==> src/include/rvm_pkg.sv <==
// constants, types and helpers shared by the regulator voltage monitor
// assumes a 200 MHz system clock and a 100 kHz supervision time base
package rvm_pkg;
	// regulator population: bucks first, then linear regulators
	localparam int NBUCK = 7;
	localparam int NLIN  = 4;
	localparam int NREG  = NBUCK + NLIN;
	localparam int MV_W  = 16;
	localparam int IDX_W = 4;

	// clocking: the supervision time base is a one-cycle enable
	localparam int CLK_KHZ = 200000;
	localparam int LF_KHZ  = 100;
	localparam int LF_DIV  = CLK_KHZ / LF_KHZ;
	localparam int DIV_W   = 12;

	// settle time after a monitor is enabled, in us and in time-base ticks
	localparam int SETTLE_US    = 30;
	localparam int SETTLE_TICKS = (SETTLE_US * LF_KHZ + 999) / 1000;

	// filter times in us per two-bit code
	localparam int LOW_FILT_US  [4] = '{5, 15, 25, 40};
	localparam int HIGH_FILT_US [4] = '{25, 50, 80, 125};

	// trip levels in percent of nominal per two-bit code
	localparam int LOW_PCT  [4] = '{95, 93, 91, 89};
	localparam int HIGH_PCT [4] = '{105, 107, 109, 111};

	// register byte offsets
	localparam logic [7:0] OFS_CTRL   = 8'h00;
	localparam logic [7:0] OFS_ENABLE = 8'h04;
	localparam logic [7:0] OFS_UNLOCK = 8'h08;
	localparam logic [7:0] OFS_STATUS = 8'h0C;
	localparam logic [7:0] OFS_IRQ_ST = 8'h10;
	localparam logic [7:0] OFS_IRQ_MK = 8'h14;

	// control register layout and reset values
	localparam int         CTRL_W        = 5;
	localparam int         CTRL_LOW_LSB  = 0;
	localparam int         CTRL_HIGH_LSB = 2;
	localparam int         CTRL_SEC_BIT  = 4;
	localparam logic [1:0] LOW_FILT_RST  = 2'h2;
	localparam logic [1:0] HIGH_FILT_RST = 2'h0;
	localparam logic [4:0] CTRL_RST      = {1'h0, HIGH_FILT_RST, LOW_FILT_RST};
	localparam logic [10:0] EN_RST       = 11'h7FF;
	localparam logic [7:0] UNLOCK_KEY    = 8'hA5;

	// status layout: low trips in [10:0], high trips in [26:16]
	localparam int          STAT_HIGH_LSB = 16;
	localparam logic [31:0] STAT_VALID    = 32'h07FF_07FF;

	// stored trip-code word: low code in [1:0], high code in [3:2]
	localparam int CODE_W        = 4;
	localparam int CODE_LOW_LSB  = 0;
	localparam int CODE_HIGH_LSB = 2;

	typedef enum logic [1:0] {LD_REQ, LD_WAIT, LD_RUN} rvm_ld_t;

	// least time rounds up to whole ticks
	function automatic logic [3:0] rvm_ticks(input int us);
		return 4'((us * LF_KHZ + 999) / 1000);
	endfunction
endpackage

==> src/rtl/rvm_code_mem.sv <==
// small memory holding the stored trip codes of every regulator
// assumes one writer and one reader on the same clock; read data registered
module rvm_code_mem #(
	parameter int DEPTH = 11,
	parameter int WIDTH = 4,
	parameter int AW    = 4
) (
	// clock
	input  wire logic             clk_i,
	// write port
	input  wire logic             we_i,
	input  wire logic [AW-1:0]    waddr_i,
	input  wire logic [WIDTH-1:0] wdata_i,
	// read port
	input  wire logic [AW-1:0]    raddr_i,
	output logic      [WIDTH-1:0] rdata_o
);
	logic [WIDTH-1:0] mem_r [DEPTH];

	// no reset: contents are defined by the start-up load
	always_ff @(posedge clk_i) begin
		if (we_i) begin
			mem_r[waddr_i] <= wdata_i;
		end
		rdata_o <= mem_r[raddr_i];
	end
endmodule

==> src/rtl/rvm_top.sv <==
// overvoltage and undervoltage qualification for eleven regulators
// assumes comparators and regulator flags arrive asynchronously, the
// code store answers a read strobe one cycle later, and classic Wishbone
//
// Design decisions made here: the Wishbone register port and the register addresses.
module rvm_top
	import rvm_pkg::*;
#(
	parameter int LF_DIV_P = LF_DIV
) (
	// clock and reset
	input  wire logic                      clk_i,
	input  wire logic                      rst_i,
	// wishbone slave
	input  wire logic                      wb_cyc_i,
	input  wire logic                      wb_stb_i,
	input  wire logic                      wb_we_i,
	input  wire logic [7:0]                wb_adr_i,
	input  wire logic [3:0]                wb_sel_i,
	input  wire logic [31:0]               wb_dat_i,
	output logic      [31:0]               wb_dat_o,
	output logic                           wb_ack_o,
	// trip-code store
	output logic                           otp_rd_o,
	output logic      [IDX_W-1:0]          otp_addr_o,
	input  wire logic [CODE_W-1:0]         otp_data_i,
	// regulator side, asynchronous
	input  wire logic [NREG-1:0]           reg_on_i,
	input  wire logic [NREG-1:0]           at_reg_i,
	input  wire logic [NREG-1:0]           cmp_low_i,
	input  wire logic [NREG-1:0]           cmp_high_i,
	// programmed nominal voltages, same clock
	input  wire logic [NREG-1:0][MV_W-1:0] nom_mv_i,
	// results
	output logic      [NREG-1:0]           supervision_enable_o,
	output logic      [NREG-1:0]           low_trip_status_o,
	output logic      [NREG-1:0]           high_trip_status_o,
	output logic      [NREG-1:0][MV_W-1:0] low_level_mv_o,
	output logic      [NREG-1:0][MV_W-1:0] high_level_mv_o,
	output logic                           irq_o
);
	// expand byte selects into a bit mask
	function automatic logic [31:0] lane_mask(input logic [3:0] sel);
		return {{8{sel[3]}}, {8{sel[2]}}, {8{sel[1]}}, {8{sel[0]}}};
	endfunction

	// merge written lanes into an old value
	function automatic logic [31:0] merge(input logic [31:0] old, input logic [31:0] dat,
		input logic [31:0] m);
		return (old & ~m) | (dat & m);
	endfunction

	// two-flop synchronisers; stage one feeds stage two only
	logic [NREG-1:0] on_s1_r, on_s_r, at_s1_r, at_s_r, lo_s1_r, lo_s_r, hi_s1_r, hi_s_r;
	logic [NREG-1:0] on_d_r;

	always_ff @(posedge clk_i) begin
		if (rst_i) begin
			{on_s1_r, on_s_r, at_s1_r, at_s_r} <= '0;
			{lo_s1_r, lo_s_r, hi_s1_r, hi_s_r} <= '0;
			on_d_r <= '0;
		end else begin
			on_s1_r <= reg_on_i;
			on_s_r  <= on_s1_r;
			at_s1_r <= at_reg_i;
			at_s_r  <= at_s1_r;
			lo_s1_r <= cmp_low_i;
			lo_s_r  <= lo_s1_r;
			hi_s1_r <= cmp_high_i;
			hi_s_r  <= hi_s1_r;
			on_d_r  <= on_s_r;
		end
	end

	// 100 kHz time base as a one-cycle enable
	logic [DIV_W-1:0] div_r, div_nxt;
	logic             tick_r, tick_nxt;

	always_comb begin
		tick_nxt = (div_r == DIV_W'(LF_DIV_P - 1));
		div_nxt  = tick_nxt ? '0 : div_r + DIV_W'(1);
	end

	always_ff @(posedge clk_i) begin
		if (rst_i) begin
			div_r  <= '0;
			tick_r <= 1'b0;
		end else begin
			div_r  <= div_nxt;
			tick_r <= tick_nxt;
		end
	end

	// register file and bus slave state
	logic [CTRL_W-1:0] ctrl_r, ctrl_nxt;
	logic [NREG-1:0]   en_r, en_nxt, en_d_r;
	logic              armed_r, armed_nxt;
	logic [31:0]       irq_st_r, irq_st_nxt, irq_mk_r, irq_mk_nxt, dat_nxt, wmask, ev, stat_w;
	logic              ack_nxt, irq_nxt, wb_hit, wr;
	logic [NREG-1:0]   low_stat_r, low_stat_nxt, high_stat_r, high_stat_nxt;

	always_comb begin
		wb_hit     = wb_cyc_i & wb_stb_i & ~wb_ack_o;
		wr         = wb_hit & wb_we_i;
		wmask      = lane_mask(wb_sel_i);
		ctrl_nxt   = ctrl_r;
		en_nxt     = en_r;
		armed_nxt  = armed_r;
		irq_mk_nxt = irq_mk_r;
		ack_nxt    = wb_hit;
		dat_nxt    = '0;
		stat_w     = '0;
		stat_w[NREG-1:0]                       = low_stat_r;
		stat_w[STAT_HIGH_LSB +: NREG]          = high_stat_r;
		// new trips, rising edge of each flag
		ev         = '0;
		ev[NREG-1:0]              = low_stat_nxt & ~low_stat_r;
		ev[STAT_HIGH_LSB +: NREG] = high_stat_nxt & ~high_stat_r;
		irq_st_nxt = irq_st_r | ev;
		if (wr) begin
			armed_nxt = 1'b0; // any other write disarms the unlock
			case (wb_adr_i)
				OFS_CTRL: ctrl_nxt = CTRL_W'(merge(32'(ctrl_r), wb_dat_i, wmask));
				OFS_ENABLE: begin
					if (!ctrl_r[CTRL_SEC_BIT] || armed_r) begin
						en_nxt = NREG'(merge(32'(en_r), wb_dat_i, wmask));
					end
				end
				OFS_UNLOCK: armed_nxt = wb_sel_i[0] && (wb_dat_i[7:0] == UNLOCK_KEY);
				// write one to clear; a new event in the same cycle wins
				OFS_IRQ_ST: irq_st_nxt = (irq_st_r & ~(wb_dat_i & wmask)) | ev;
				OFS_IRQ_MK: irq_mk_nxt = merge(irq_mk_r, wb_dat_i, wmask) & STAT_VALID;
				default: ;
			endcase
		end else if (wb_hit) begin
			case (wb_adr_i)
				OFS_CTRL:   dat_nxt = 32'(ctrl_r);
				OFS_ENABLE: dat_nxt = 32'(en_r);
				OFS_STATUS: dat_nxt = stat_w;
				OFS_IRQ_ST: dat_nxt = irq_st_r;
				OFS_IRQ_MK: dat_nxt = irq_mk_r;
				default:    dat_nxt = '0;
			endcase
		end
		irq_st_nxt = irq_st_nxt & STAT_VALID;
		// a set mask bit hides its status bit from the interrupt line
		irq_nxt    = |(irq_st_nxt & ~irq_mk_nxt);
	end

	always_ff @(posedge clk_i) begin
		if (rst_i) begin
			ctrl_r   <= CTRL_RST;
			en_r     <= EN_RST;
			en_d_r   <= EN_RST;
			armed_r  <= 1'b0;
			irq_st_r <= '0;
			irq_mk_r <= '0;
			wb_ack_o <= 1'b0;
			wb_dat_o <= '0;
			irq_o    <= 1'b0;
		end else begin
			ctrl_r   <= ctrl_nxt;
			en_r     <= en_nxt;
			en_d_r   <= en_r;
			armed_r  <= armed_nxt;
			irq_st_r <= irq_st_nxt;
			irq_mk_r <= irq_mk_nxt;
			wb_ack_o <= ack_nxt;
			wb_dat_o <= dat_nxt;
			irq_o    <= irq_nxt;
		end
	end

	// per-regulator masking, settling and filtering
	logic [NREG-1:0] mask_r, mask_nxt, act;
	logic [1:0]      settle_r [NREG];
	logic [1:0]      settle_nxt [NREG];
	logic [3:0]      lcnt_r [NREG];
	logic [3:0]      lcnt_nxt [NREG];
	logic [3:0]      hcnt_r [NREG];
	logic [3:0]      hcnt_nxt [NREG];
	logic [3:0]      lt, ht;

	always_comb begin
		lt = rvm_ticks(LOW_FILT_US[ctrl_r[CTRL_LOW_LSB +: 2]]);
		ht = rvm_ticks(HIGH_FILT_US[ctrl_r[CTRL_HIGH_LSB +: 2]]);
		for (int i = 0; i < NREG; i++) begin
			// mask from switch-on until the regulation point
			mask_nxt[i] = mask_r[i];
			if (on_s_r[i] && !on_d_r[i]) begin
				mask_nxt[i] = 1'b1;
			end
			if (at_s_r[i] || !on_s_r[i]) begin
				mask_nxt[i] = 1'b0;
			end
			// comparator output not trusted right after enabling
			settle_nxt[i] = settle_r[i];
			if (en_r[i] && !en_d_r[i]) begin
				settle_nxt[i] = 2'(SETTLE_TICKS);
			end else if (tick_r && settle_r[i] != 2'h0) begin
				settle_nxt[i] = settle_r[i] - 2'h1;
			end
			// delayed copies close the one-cycle gap before mask and settle load
			act[i] = en_r[i] & en_d_r[i] & on_s_r[i] & on_d_r[i] & ~mask_r[i] &
				(settle_r[i] == 2'h0);
			// both monitors share the gating but filter separately
			lcnt_nxt[i] = lcnt_r[i];
			hcnt_nxt[i] = hcnt_r[i];
			if (!act[i] || !lo_s_r[i]) begin
				lcnt_nxt[i] = 4'h0;
			end else if (tick_r && lcnt_r[i] < lt) begin
				lcnt_nxt[i] = lcnt_r[i] + 4'h1;
			end
			if (!act[i] || !hi_s_r[i]) begin
				hcnt_nxt[i] = 4'h0;
			end else if (tick_r && hcnt_r[i] < ht) begin
				hcnt_nxt[i] = hcnt_r[i] + 4'h1;
			end
			// a zero count can never qualify, since targets are at least one tick
			low_stat_nxt[i]  = (lcnt_nxt[i] != 4'h0) && (lcnt_nxt[i] >= lt);
			high_stat_nxt[i] = (hcnt_nxt[i] != 4'h0) && (hcnt_nxt[i] >= ht);
		end
	end

	always_ff @(posedge clk_i) begin
		if (rst_i) begin
			mask_r      <= '0;
			low_stat_r  <= '0;
			high_stat_r <= '0;
			for (int i = 0; i < NREG; i++) begin
				settle_r[i] <= 2'(SETTLE_TICKS);
				lcnt_r[i]   <= 4'h0;
				hcnt_r[i]   <= 4'h0;
			end
		end else begin
			mask_r      <= mask_nxt;
			low_stat_r  <= low_stat_nxt;
			high_stat_r <= high_stat_nxt;
			settle_r    <= settle_nxt;
			lcnt_r      <= lcnt_nxt;
			hcnt_r      <= hcnt_nxt;
		end
	end

	assign supervision_enable_o = en_r;
	assign low_trip_status_o    = low_stat_r;
	assign high_trip_status_o   = high_stat_r;

	// start-up load of the trip codes, then a round-robin level refresh
	rvm_ld_t           ld_r, ld_nxt;
	logic [IDX_W-1:0]  idx_r, idx_nxt, dst_r, dst_nxt;
	logic              vld_r, vld_nxt, mem_we, rd_nxt;
	logic [CODE_W-1:0] code;
	logic [NREG-1:0][MV_W-1:0] lo_lvl_nxt, hi_lvl_nxt;

	rvm_code_mem #(.DEPTH(NREG), .WIDTH(CODE_W), .AW(IDX_W)) u_mem (
		.clk_i   (clk_i),
		.we_i    (mem_we),
		.waddr_i (idx_r),
		.wdata_i (otp_data_i),
		.raddr_i (idx_r),
		.rdata_o (code)
	);

	always_comb begin
		ld_nxt     = ld_r;
		idx_nxt    = idx_r;
		dst_nxt    = dst_r;
		vld_nxt    = 1'b0;
		mem_we     = 1'b0;
		lo_lvl_nxt = low_level_mv_o;
		hi_lvl_nxt = high_level_mv_o;
		case (ld_r)
			// stay until the strobe is out, so word zero is requested too
			LD_REQ: ld_nxt = otp_rd_o ? LD_WAIT : LD_REQ;
			LD_WAIT: begin
				mem_we = 1'b1;
				if (idx_r == IDX_W'(NREG - 1)) begin
					idx_nxt = '0;
					ld_nxt  = LD_RUN;
				end else begin
					idx_nxt = idx_r + IDX_W'(1);
					ld_nxt  = LD_REQ;
				end
			end
			LD_RUN: begin
				// reads only from here on, so the codes stay fixed
				vld_nxt = 1'b1;
				dst_nxt = idx_r;
				idx_nxt = (idx_r == IDX_W'(NREG - 1)) ? '0 : idx_r + IDX_W'(1);
			end
			default: ld_nxt = LD_REQ;
		endcase
		// level follows nominal within one scan of eleven cycles
		if (vld_r) begin
			lo_lvl_nxt[dst_r] = MV_W'((32'(nom_mv_i[dst_r]) *
				32'(LOW_PCT[code[CODE_LOW_LSB +: 2]])) / 32'd100);
			hi_lvl_nxt[dst_r] = MV_W'((32'(nom_mv_i[dst_r]) *
				32'(HIGH_PCT[code[CODE_HIGH_LSB +: 2]])) / 32'd100);
		end
		rd_nxt = (ld_nxt == LD_REQ);
	end

	always_ff @(posedge clk_i) begin
		if (rst_i) begin
			ld_r            <= LD_REQ;
			idx_r           <= '0;
			dst_r           <= '0;
			vld_r           <= 1'b0;
			otp_rd_o        <= 1'b0;
			otp_addr_o      <= '0;
			low_level_mv_o  <= '0;
			high_level_mv_o <= '0;
		end else begin
			ld_r            <= ld_nxt;
			idx_r           <= idx_nxt;
			dst_r           <= dst_nxt;
			vld_r           <= vld_nxt;
			otp_rd_o        <= rd_nxt;
			otp_addr_o      <= idx_nxt;
			low_level_mv_o  <= lo_lvl_nxt;
			high_level_mv_o <= hi_lvl_nxt;
		end
	end

	// checks on the design's own behaviour
	AST_EN_RESET: assert property (@(posedge clk_i) rst_i |=> en_r == EN_RST)
		else $error("enables not all set after reset");
	AST_LOW_FILT_RESET: assert property (@(posedge clk_i)
		rst_i |=> ctrl_r[CTRL_LOW_LSB +: 2] == 2'h2)
		else $error("low filter field not 10 after reset");
	AST_HIGH_FILT_RESET: assert property (@(posedge clk_i)
		rst_i |=> ctrl_r[CTRL_HIGH_LSB +: 2] == 2'h0)
		else $error("high filter field not 00 after reset");
	AST_SECURE_HOLD: assert property (@(posedge clk_i) disable iff (rst_i)
		(wr && wb_adr_i == OFS_ENABLE && ctrl_r[CTRL_SEC_BIT] && !armed_r) |=> $stable(en_r))
		else $error("enable changed without unlock");
	AST_DISABLE_CLEARS: assert property (@(posedge clk_i) disable iff (rst_i)
		!en_r[0] |=> !low_stat_r[0] && !high_stat_r[0])
		else $error("status survived disable");
	AST_MASKED: assert property (@(posedge clk_i) disable iff (rst_i)
		mask_r[3] |=> !high_stat_r[3] && !low_stat_r[3])
		else $error("trip during start-up mask");
	AST_SETTLING: assert property (@(posedge clk_i) disable iff (rst_i)
		$rose(en_r[2]) |=> (settle_r[2] == 2'h3) ##1 !low_stat_r[2] [*3])
		else $error("result used while settling");
	AST_QUALIFY: assert property (@(posedge clk_i) disable iff (rst_i)
		$rose(low_stat_r[0]) |-> $past(lo_s_r[0]) && lcnt_r[0] >= $past(lt))
		else $error("low trip without full filter time");
	AST_CODES_FIXED: assert property (@(posedge clk_i) disable iff (rst_i)
		ld_r == LD_RUN |=> ld_r == LD_RUN && !mem_we)
		else $error("trip codes rewritten after load");
endmodule

==> config.mk <==
export PLATFORM = sky130hd
export DESIGN_NAME = rvm_top
export DESIGN_NICKNAME = d
export VERILOG_FILES = /design/src/include/rvm_pkg.sv /design/src/rtl/rvm_code_mem.sv /design/src/rtl/rvm_top.sv
export SDC_FILE = /design/constraint.sdc
export NUM_CORES = 2
export LEC_CHECK = 0
export ABC_AREA = 0
export ABC_CLOCK_PERIOD_IN_PS = 30500
export BUFFER_PORTS_ARGS = -buffer_cell sky130_fd_sc_hd__buf_4
export CAP_MARGIN = 20
export CORE_ASPECT_RATIO = 1.25
export CORE_UTILIZATION = 56
export CTS_CLUSTER_SIZE = 16
export DETAILED_ROUTE_END_ITERATION = 16
export PLACE_DENSITY = 0.78
export SLEW_MARGIN = 30
export SYNTH_ARGS = -nofsm -noshare
export SYNTH_HDL_FRONTEND = slang
export SYNTH_HIERARCHICAL = 1
export SYNTH_SLANG_ARGS = --single-unit
==> constraint.sdc <==
create_clock -name clk_i -period 30.5 [get_ports clk_i]
set_input_delay 1.525 -clock clk_i [delete_from_list [all_inputs] [get_ports clk_i]]
set_output_delay 1.525 -clock clk_i [all_outputs]
set_load 0.005 [all_outputs]
# [Word level (Yosys, flattened, before mapping)]
# Memories as Yosys holds them, arrays and structs flattened. A register that Yosys moved wholly into a read port is not among the register bits.
# Index checks and enable logic that the tools add are counted.
[totals] input_bits=273 output_inout_bits=424 regBits=735 ram_bits=44 n_memories=1 word_cells=623
[memory_table] name="u_mem.mem_r" words=11 word_bits=4 read_ports=1 rd_ports_with_merged_regs=1 wr=1 line_no="rvm_code_mem.sv:18" text="logic [WIDTH-1:0] mem_r [DEPTH];"
[classes] n_mux=76 order_cmp=50 multipliers=4 n_bitwise=93 n_eq_ne=10 div_mod_pow=4 reduce_logical=255 add_sub_neg=37
[op_table] operator="$bwmux W176" count=2
[op_table] operator="$mux W32" count=10
[op_table] operator="$bmux W32 S2" count=4
[op_table] operator="$mux W4" count=45
[op_table] operator="$pmux W32 S5" count=1
[op_table] operator="$add A4 B1 Y4 const B" count=23
[op_table] operator="$ge A4 B4 Y1" count=22
[op_table] operator="$lt A4 B4 Y1" count=22
[op_table] operator="$reduce_bool A4 Y1" count=22
[op_table] operator="$and A27 B27 Y27" count=3
[op_table] operator="$or A27 B27 Y27" count=3
[op_table] operator="$logic_and A1 B1 Y1" count=79
[op_table] operator="$logic_not A1 Y1" count=67
[op_table] operator="$add A32 B11 Y32 const B" count=2
[op_table] operator="$bmux W16 S4" count=1
[op_table] operator="$demux W16 S4" count=1
[op_table] operator="$div A32 B11 Y32 const B" count=2
[op_table] operator="$div A32 B7 Y32 const B" count=2
[op_table] operator="$mul A16 B32 Y32" count=2
[op_table] operator="$mul A32 B6 Y30 const B" count=2
[op_table] operator="$and A1 B1 Y1" count=58
[op_table] operator="$mux W27" count=2
[op_table] operator="$not A27 Y27" count=2
[op_table] operator="$reduce_or A2 Y1" count=24
[op_table] operator="34 further kinds" count=128

# [Logic depth before layout (Yosys ltp)]
[depth] depth_word=19 mapped_depth=79 ltp_nobuf=65

# [Modules after synthesis]
# Netlist, hierarchy kept.
[modules_own_cells] mod="rvm_top" seq_area_each_um2=14313.7 area_per_inst_um2=49089.6 cells_per_inst=5796 instances=1
[modules_own_cells] mod="rvm_code_mem" seq_area_each_um2=1401.3 area_per_inst_um2=1875.5 cells_per_inst=104 instances=1

# [Worst setup path before layout]
# No wires, ideal clock.
[synth_path] kind="input to register" startpoint="in nom_mv_i[95] (netlist name)" endpoint="reg high_level_mv_o[80] (netlist name)" stages=66 arrival_time_ps=17953 t_required_ps=30364 path_buffers=5 path_slack_ps=12411 cell_sequence="mux4_2 mux2i_1 o22ai_1 nand2_1 fa_1 inv_1 fa_1 fa_1 inv_1 fa_1 inv_1 ha_1 ha_1 ha_1 buf_2 and4_1 nor3b_2 nand3_1 [30 not listed] or3_1 o211ai_2 o221ai_1 and3_4 o31ai_4 a221oi_2 a311o_1 a21oi_2 xnor2_2 nand4_1 a41oi_2 xnor2_2 a21oi_2 mux2_2 o31a_1 a31oi_1 buf_4 a211oi_2"
[synth_via] elab_chain_len=5
[synth_lines] item="start, declared" line_no="rvm_top.sv:33" text="input wire logic [NREG-1:0][MV_W-1:0] nom_mv_i,"
[synth_lines] item="$bmux W16 S4" line_no="rvm_top.sv:298" text="hi_lvl_nxt[dst_r] = MV_W'((32'(nom_mv_i[dst_r]) *"
[synth_lines] item="$mux W16 (implied by the code)" line_no="rvm_top.sv:298"
[synth_lines] item="$mul A16 B32 Y32" line_no="rvm_top.sv:298"
[synth_lines] item="$div A32 B7 Y32" line_no="rvm_top.sv:299" text="32'(HIGH_PCT[code[CODE_HIGH_LSB +: 2]])) / 32'd100);"
[synth_lines] item="$bwmux W176" line_no="rvm_top.sv:298"
[synth_lines] item="end signal, assigned" line_no="rvm_top.sv:322" text="high_level_mv_o <= hi_lvl_nxt;"
[synth_lines] item="end, declared" line_no="rvm_top.sv:39" text="output logic [NREG-1:0][MV_W-1:0] high_level_mv_o,"
# Every way passes these cells. The select of a mux whose other input is x is not followed.
# A chain may end at the register's enable or synchronous reset.

# [Final worst setup path]
[layout_path] startpoint="reg dst_r[0]" endpoint="reg low_level_mv_o[144] (netlist name)"
[layout_via] elab_chain_len=5
[layout_lines] item="start, declared" line_no="rvm_top.sv:251" text="logic [IDX_W-1:0] idx_r, idx_nxt, dst_r, dst_nxt;"
[layout_lines] item="start signal, assigned" line_no="rvm_top.sv:317" text="dst_r <= dst_nxt;"
[layout_lines] item="$bmux W16 S4, or another cell as far along" line_no="rvm_top.sv:296" text="lo_lvl_nxt[dst_r] = MV_W'((32'(nom_mv_i[dst_r]) *"
[layout_lines] item="$mux W16 (implied by the code) / $logic_and A1 B1 Y1 (equally long branches)" line_no="rvm_top.sv:296"
[layout_lines] item="$mul A16 B32 Y32 / $mux W16 (equally long branches)" line_no="rvm_top.sv:296"
[layout_lines] item="$div A32 B7 Y32 / $demux W16 S4 (equally long branches)" line_no="rvm_top.sv:297, rvm_top.sv:296"
[layout_lines] item="$bwmux W176 (*)" line_no="rvm_top.sv:296"
[layout_lines] item="end signal, assigned" line_no="rvm_top.sv:321" text="low_level_mv_o <= lo_lvl_nxt;"
[layout_lines] item="end, declared" line_no="rvm_top.sv:38" text="output logic [NREG-1:0][MV_W-1:0] low_level_mv_o,"
# Every way passes the cells marked *; elsewhere a longest branch is shown, timed or not. The select of a mux whose other input is x is not followed.

==> run metrics <==
worst relative slew slack=0.299; die height=339 um; # DRC=0; main combinational cell family by area after synthesis=compound AO/OA/AOI/OAI gates; initial core utilization=0.566; synth unique cells=between 100 and 150; clock buffer depth=3; via count=45800; GRT Total Usage=0.316; XOR/XNOR share of the synthesized area=0.0377; worst hold slack=~0.38 ns; sequential fraction of the synthesis area=0.308; routed wl met3=around 10000 um; slowest stage cell, crit path=o41a_1; DR pass1 iterations=5; unrepaired setup endpoints after global routing=no; top-area cell type share of the netlist area=0.282; metal1 wirelength=between 60000 and 70000 um; clk slew on worst S/H paths=0.06 ns; Max Used Layer=met5; final WL=151000 um; cts hold-fix bufs=0; Die X=272 um; CTS Buf Count=75; DR iter-0 viols=roughly 3400; crit path kind=reg2reg; largest net degree at the start of global routing=roughly 140; Fin Clk Skew=between 0.03 and 0.04 ns; ys flop type=dfxtp_1; # rows=123; Area growth, synth to finish=16.7%; Synth area leader=dfxtp_1; fill count=a little over 7000; worst min path class=reg2reg; Post-DP HPWL=113000 um; Final period util=0.760; remaining global-route overflow=0; Synth Cell Area=0.0510 sq mm; Critical Path Start Type=flop; Post-CTS Setup Inserts=0; Clk Latency, worst-skew pair=0.67 ns; CP peak stage delay=~0.95 ns; count leader, synth=nor2_1; Core Util, Final=0.661; Yosys warning count=6; Max-Cap Viols=0; layout cells sized above 1=0.179; DRT antenna net count=0; CP Data Arrival Time=23.68 ns; gpl congestion=0.980; worst-path fanout max=50; crit path time final=23.18 ns; CTS tree=yes; initial antenna violation count=8; ys async rst share=0; Final Hold Viols=0; Slew @ Worst Pin=1.04 ns; status=complete, no violations; #FFs+latches synth=763; post-CTS sizing=0; capturing element type of the critical path=flop; nets@finish=7219; Adder-Cell Fraction of Synth Area=0.152; I/O Pins=around 700; Simple-Gate Fraction of Synth Area=0.189; CP dominant cell by count=buf_4; clock root cell=clkbuf_16; Post-synth top cells=723 x nor2_1, 719 x dfxtp_1, 456 x nand2_1; Die ar.=0.0922 sq mm; clk sinks=763; critical path data required time=31.00 ns; Final Slew Violations=0; IO Port Bufs=676; Setup Viol. Count Final=0; htree depth=3; Post-synth EDFFs=44; Mapped Avg Cell Area=8.64 sq um; Achievable Freq=0.0431 GHz; WL per Instance=19.7 um; flop-to-flop setup slack=7.32 ns; global-route wire length before repair=236000 um; Avg Vias per Cell=5.98; post-synthesis mux area share=0.0477; number of global-route vias before repair=between 40000 and 50000; synth top area cells=dfxtp_1 28%, ha_1 11%, nor2_1 5.3%; met2 wire length=72700 um; total core area=0.0900 sq mm; Mapped Cells=5900; setup TNS=0 ns; post-synthesis compound-gate area fraction=0.206
[layer usage]
metal,vias to the layer above,GRT usage
li1,21900,-
met1,21800,0.378
met2,1661,0.543
met3,379,0.0498
met4,6,0.167
met5,-,0
[cells in the final DEF, fill, tap and decap left out, types with 19 or more instances in the layout]
cell / netlist / layout
and3_1: 34 / 33
a41oi_1: 28 / 28
clkbuf_16: 0 / 75
inv_1: 370 / 368
ha_1: 436 / 436
nor3_1: 88 / 82
a21oi_1: 276 / 274
a211o_1: 32 / 32
xnor2_1: 160 / 157
nor2b_1: 163 / 163
or3_1: 27 / 27
mux2i_1: 147 / 147
edfxtp_1: 44 / 44
nand2b_1: 85 / 85
o21a_1: 74 / 74
or2_2: 51 / 51
o21ai_0: 148 / 147
a31oi_1: 38 / 34
mux4_2: 36 / 36
nand4_1: 62 / 62
dfxtp_1: 719 / 716
nor2_1: 723 / 714
nand3_1: 148 / 148
and2_1: 55 / 54
o22ai_1: 28 / 26
o21ai_1: 31 / 32
a22oi_1: 19 / 19
nand2_1: 456 / 456
a211oi_1: 317 / 317
o211ai_1: 65 / 65
buf_4: 38 / 756
and3b_1: 24 / 24
xor2_1: 43 / 42
a21o_1: 84 / 84
fa_1: 105 / 105
[layout make-up]
type / count / area [sq um] / share of cell area
antenna: 2 / 5.00 / 0.0000841
clock buffer: 105 / 2150 / 0.0361
clock inverter: 34 / 537 / 0.00902
inverter: 370 / 1390 / 0.0233
multi-input combinational: 4435 / 32500 / 0.546
sequential: 763 / 15700 / 0.264
tap: 1187 / 1490 / 0.0250
timing repair buffer: 760 / 5740 / 0.0964
[registers in the layout (all words and copies together), names as in the netlist, 12 cells and up, named ones only]
name             count
hcnt_r              44
wb_dat_o            22
lcnt_r              44
irq_mk_r            22
settle_r            22
irq_st_r            22
high_level_mv_o    176
div_r               12
u_mem/mem_r         44
low_level_mv_o     176
[path summary, 6_finish.rpt]
path / start / end / depth (start not counted)
max: dst_r[0] / low_level_mv_o[144] / 64
min: at_s_r[0] / mask_r[0] / 1
max reg2reg: dst_r[0] / low_level_mv_o[144] / 64
min reg2reg: at_s_r[0] / mask_r[0] / 1
[cells by family after synthesis]
group / after synthesis
AOI/OAI and AO/OA: 1439
xor gates and xnor gates: 211
adders and majority gates: 559
buffers and inverters: 713
DFF: 763
muxes: 196
other: 2
and+or+nand+nor: 2017
[through the flow]
step / setup slack [ns] / cells / instance area (sq um)
3_5_place_dp: 7.41 / 7513 / 56800
5_1_grt: 6.10 / 7655 / 59500
4_1_cts: 7.63 / 7652 / 59400
2_1_floorplan: 12.41 / 5911 / 51000
3_3_place_gp: 6.84 / 7512 / 56700
6_report: 7.32 / 7656 / 59500
[worst max-delay path: cells and delay by family, from the launching register on]
family,cells,cell delay (ns)
DFF,1,0.49
and+or+nand+nor,12,3.22
AOI/OAI and AO/OA,30,10.32
muxes,2,0.98
buffers and inverters,9,2.98
adders and majority gates,7,3.05
xor gates and xnor gates,4,1.90
Power is not shown: default switching activity piles up to over one toggle a cycle in this logic, so the estimate is an artifact.
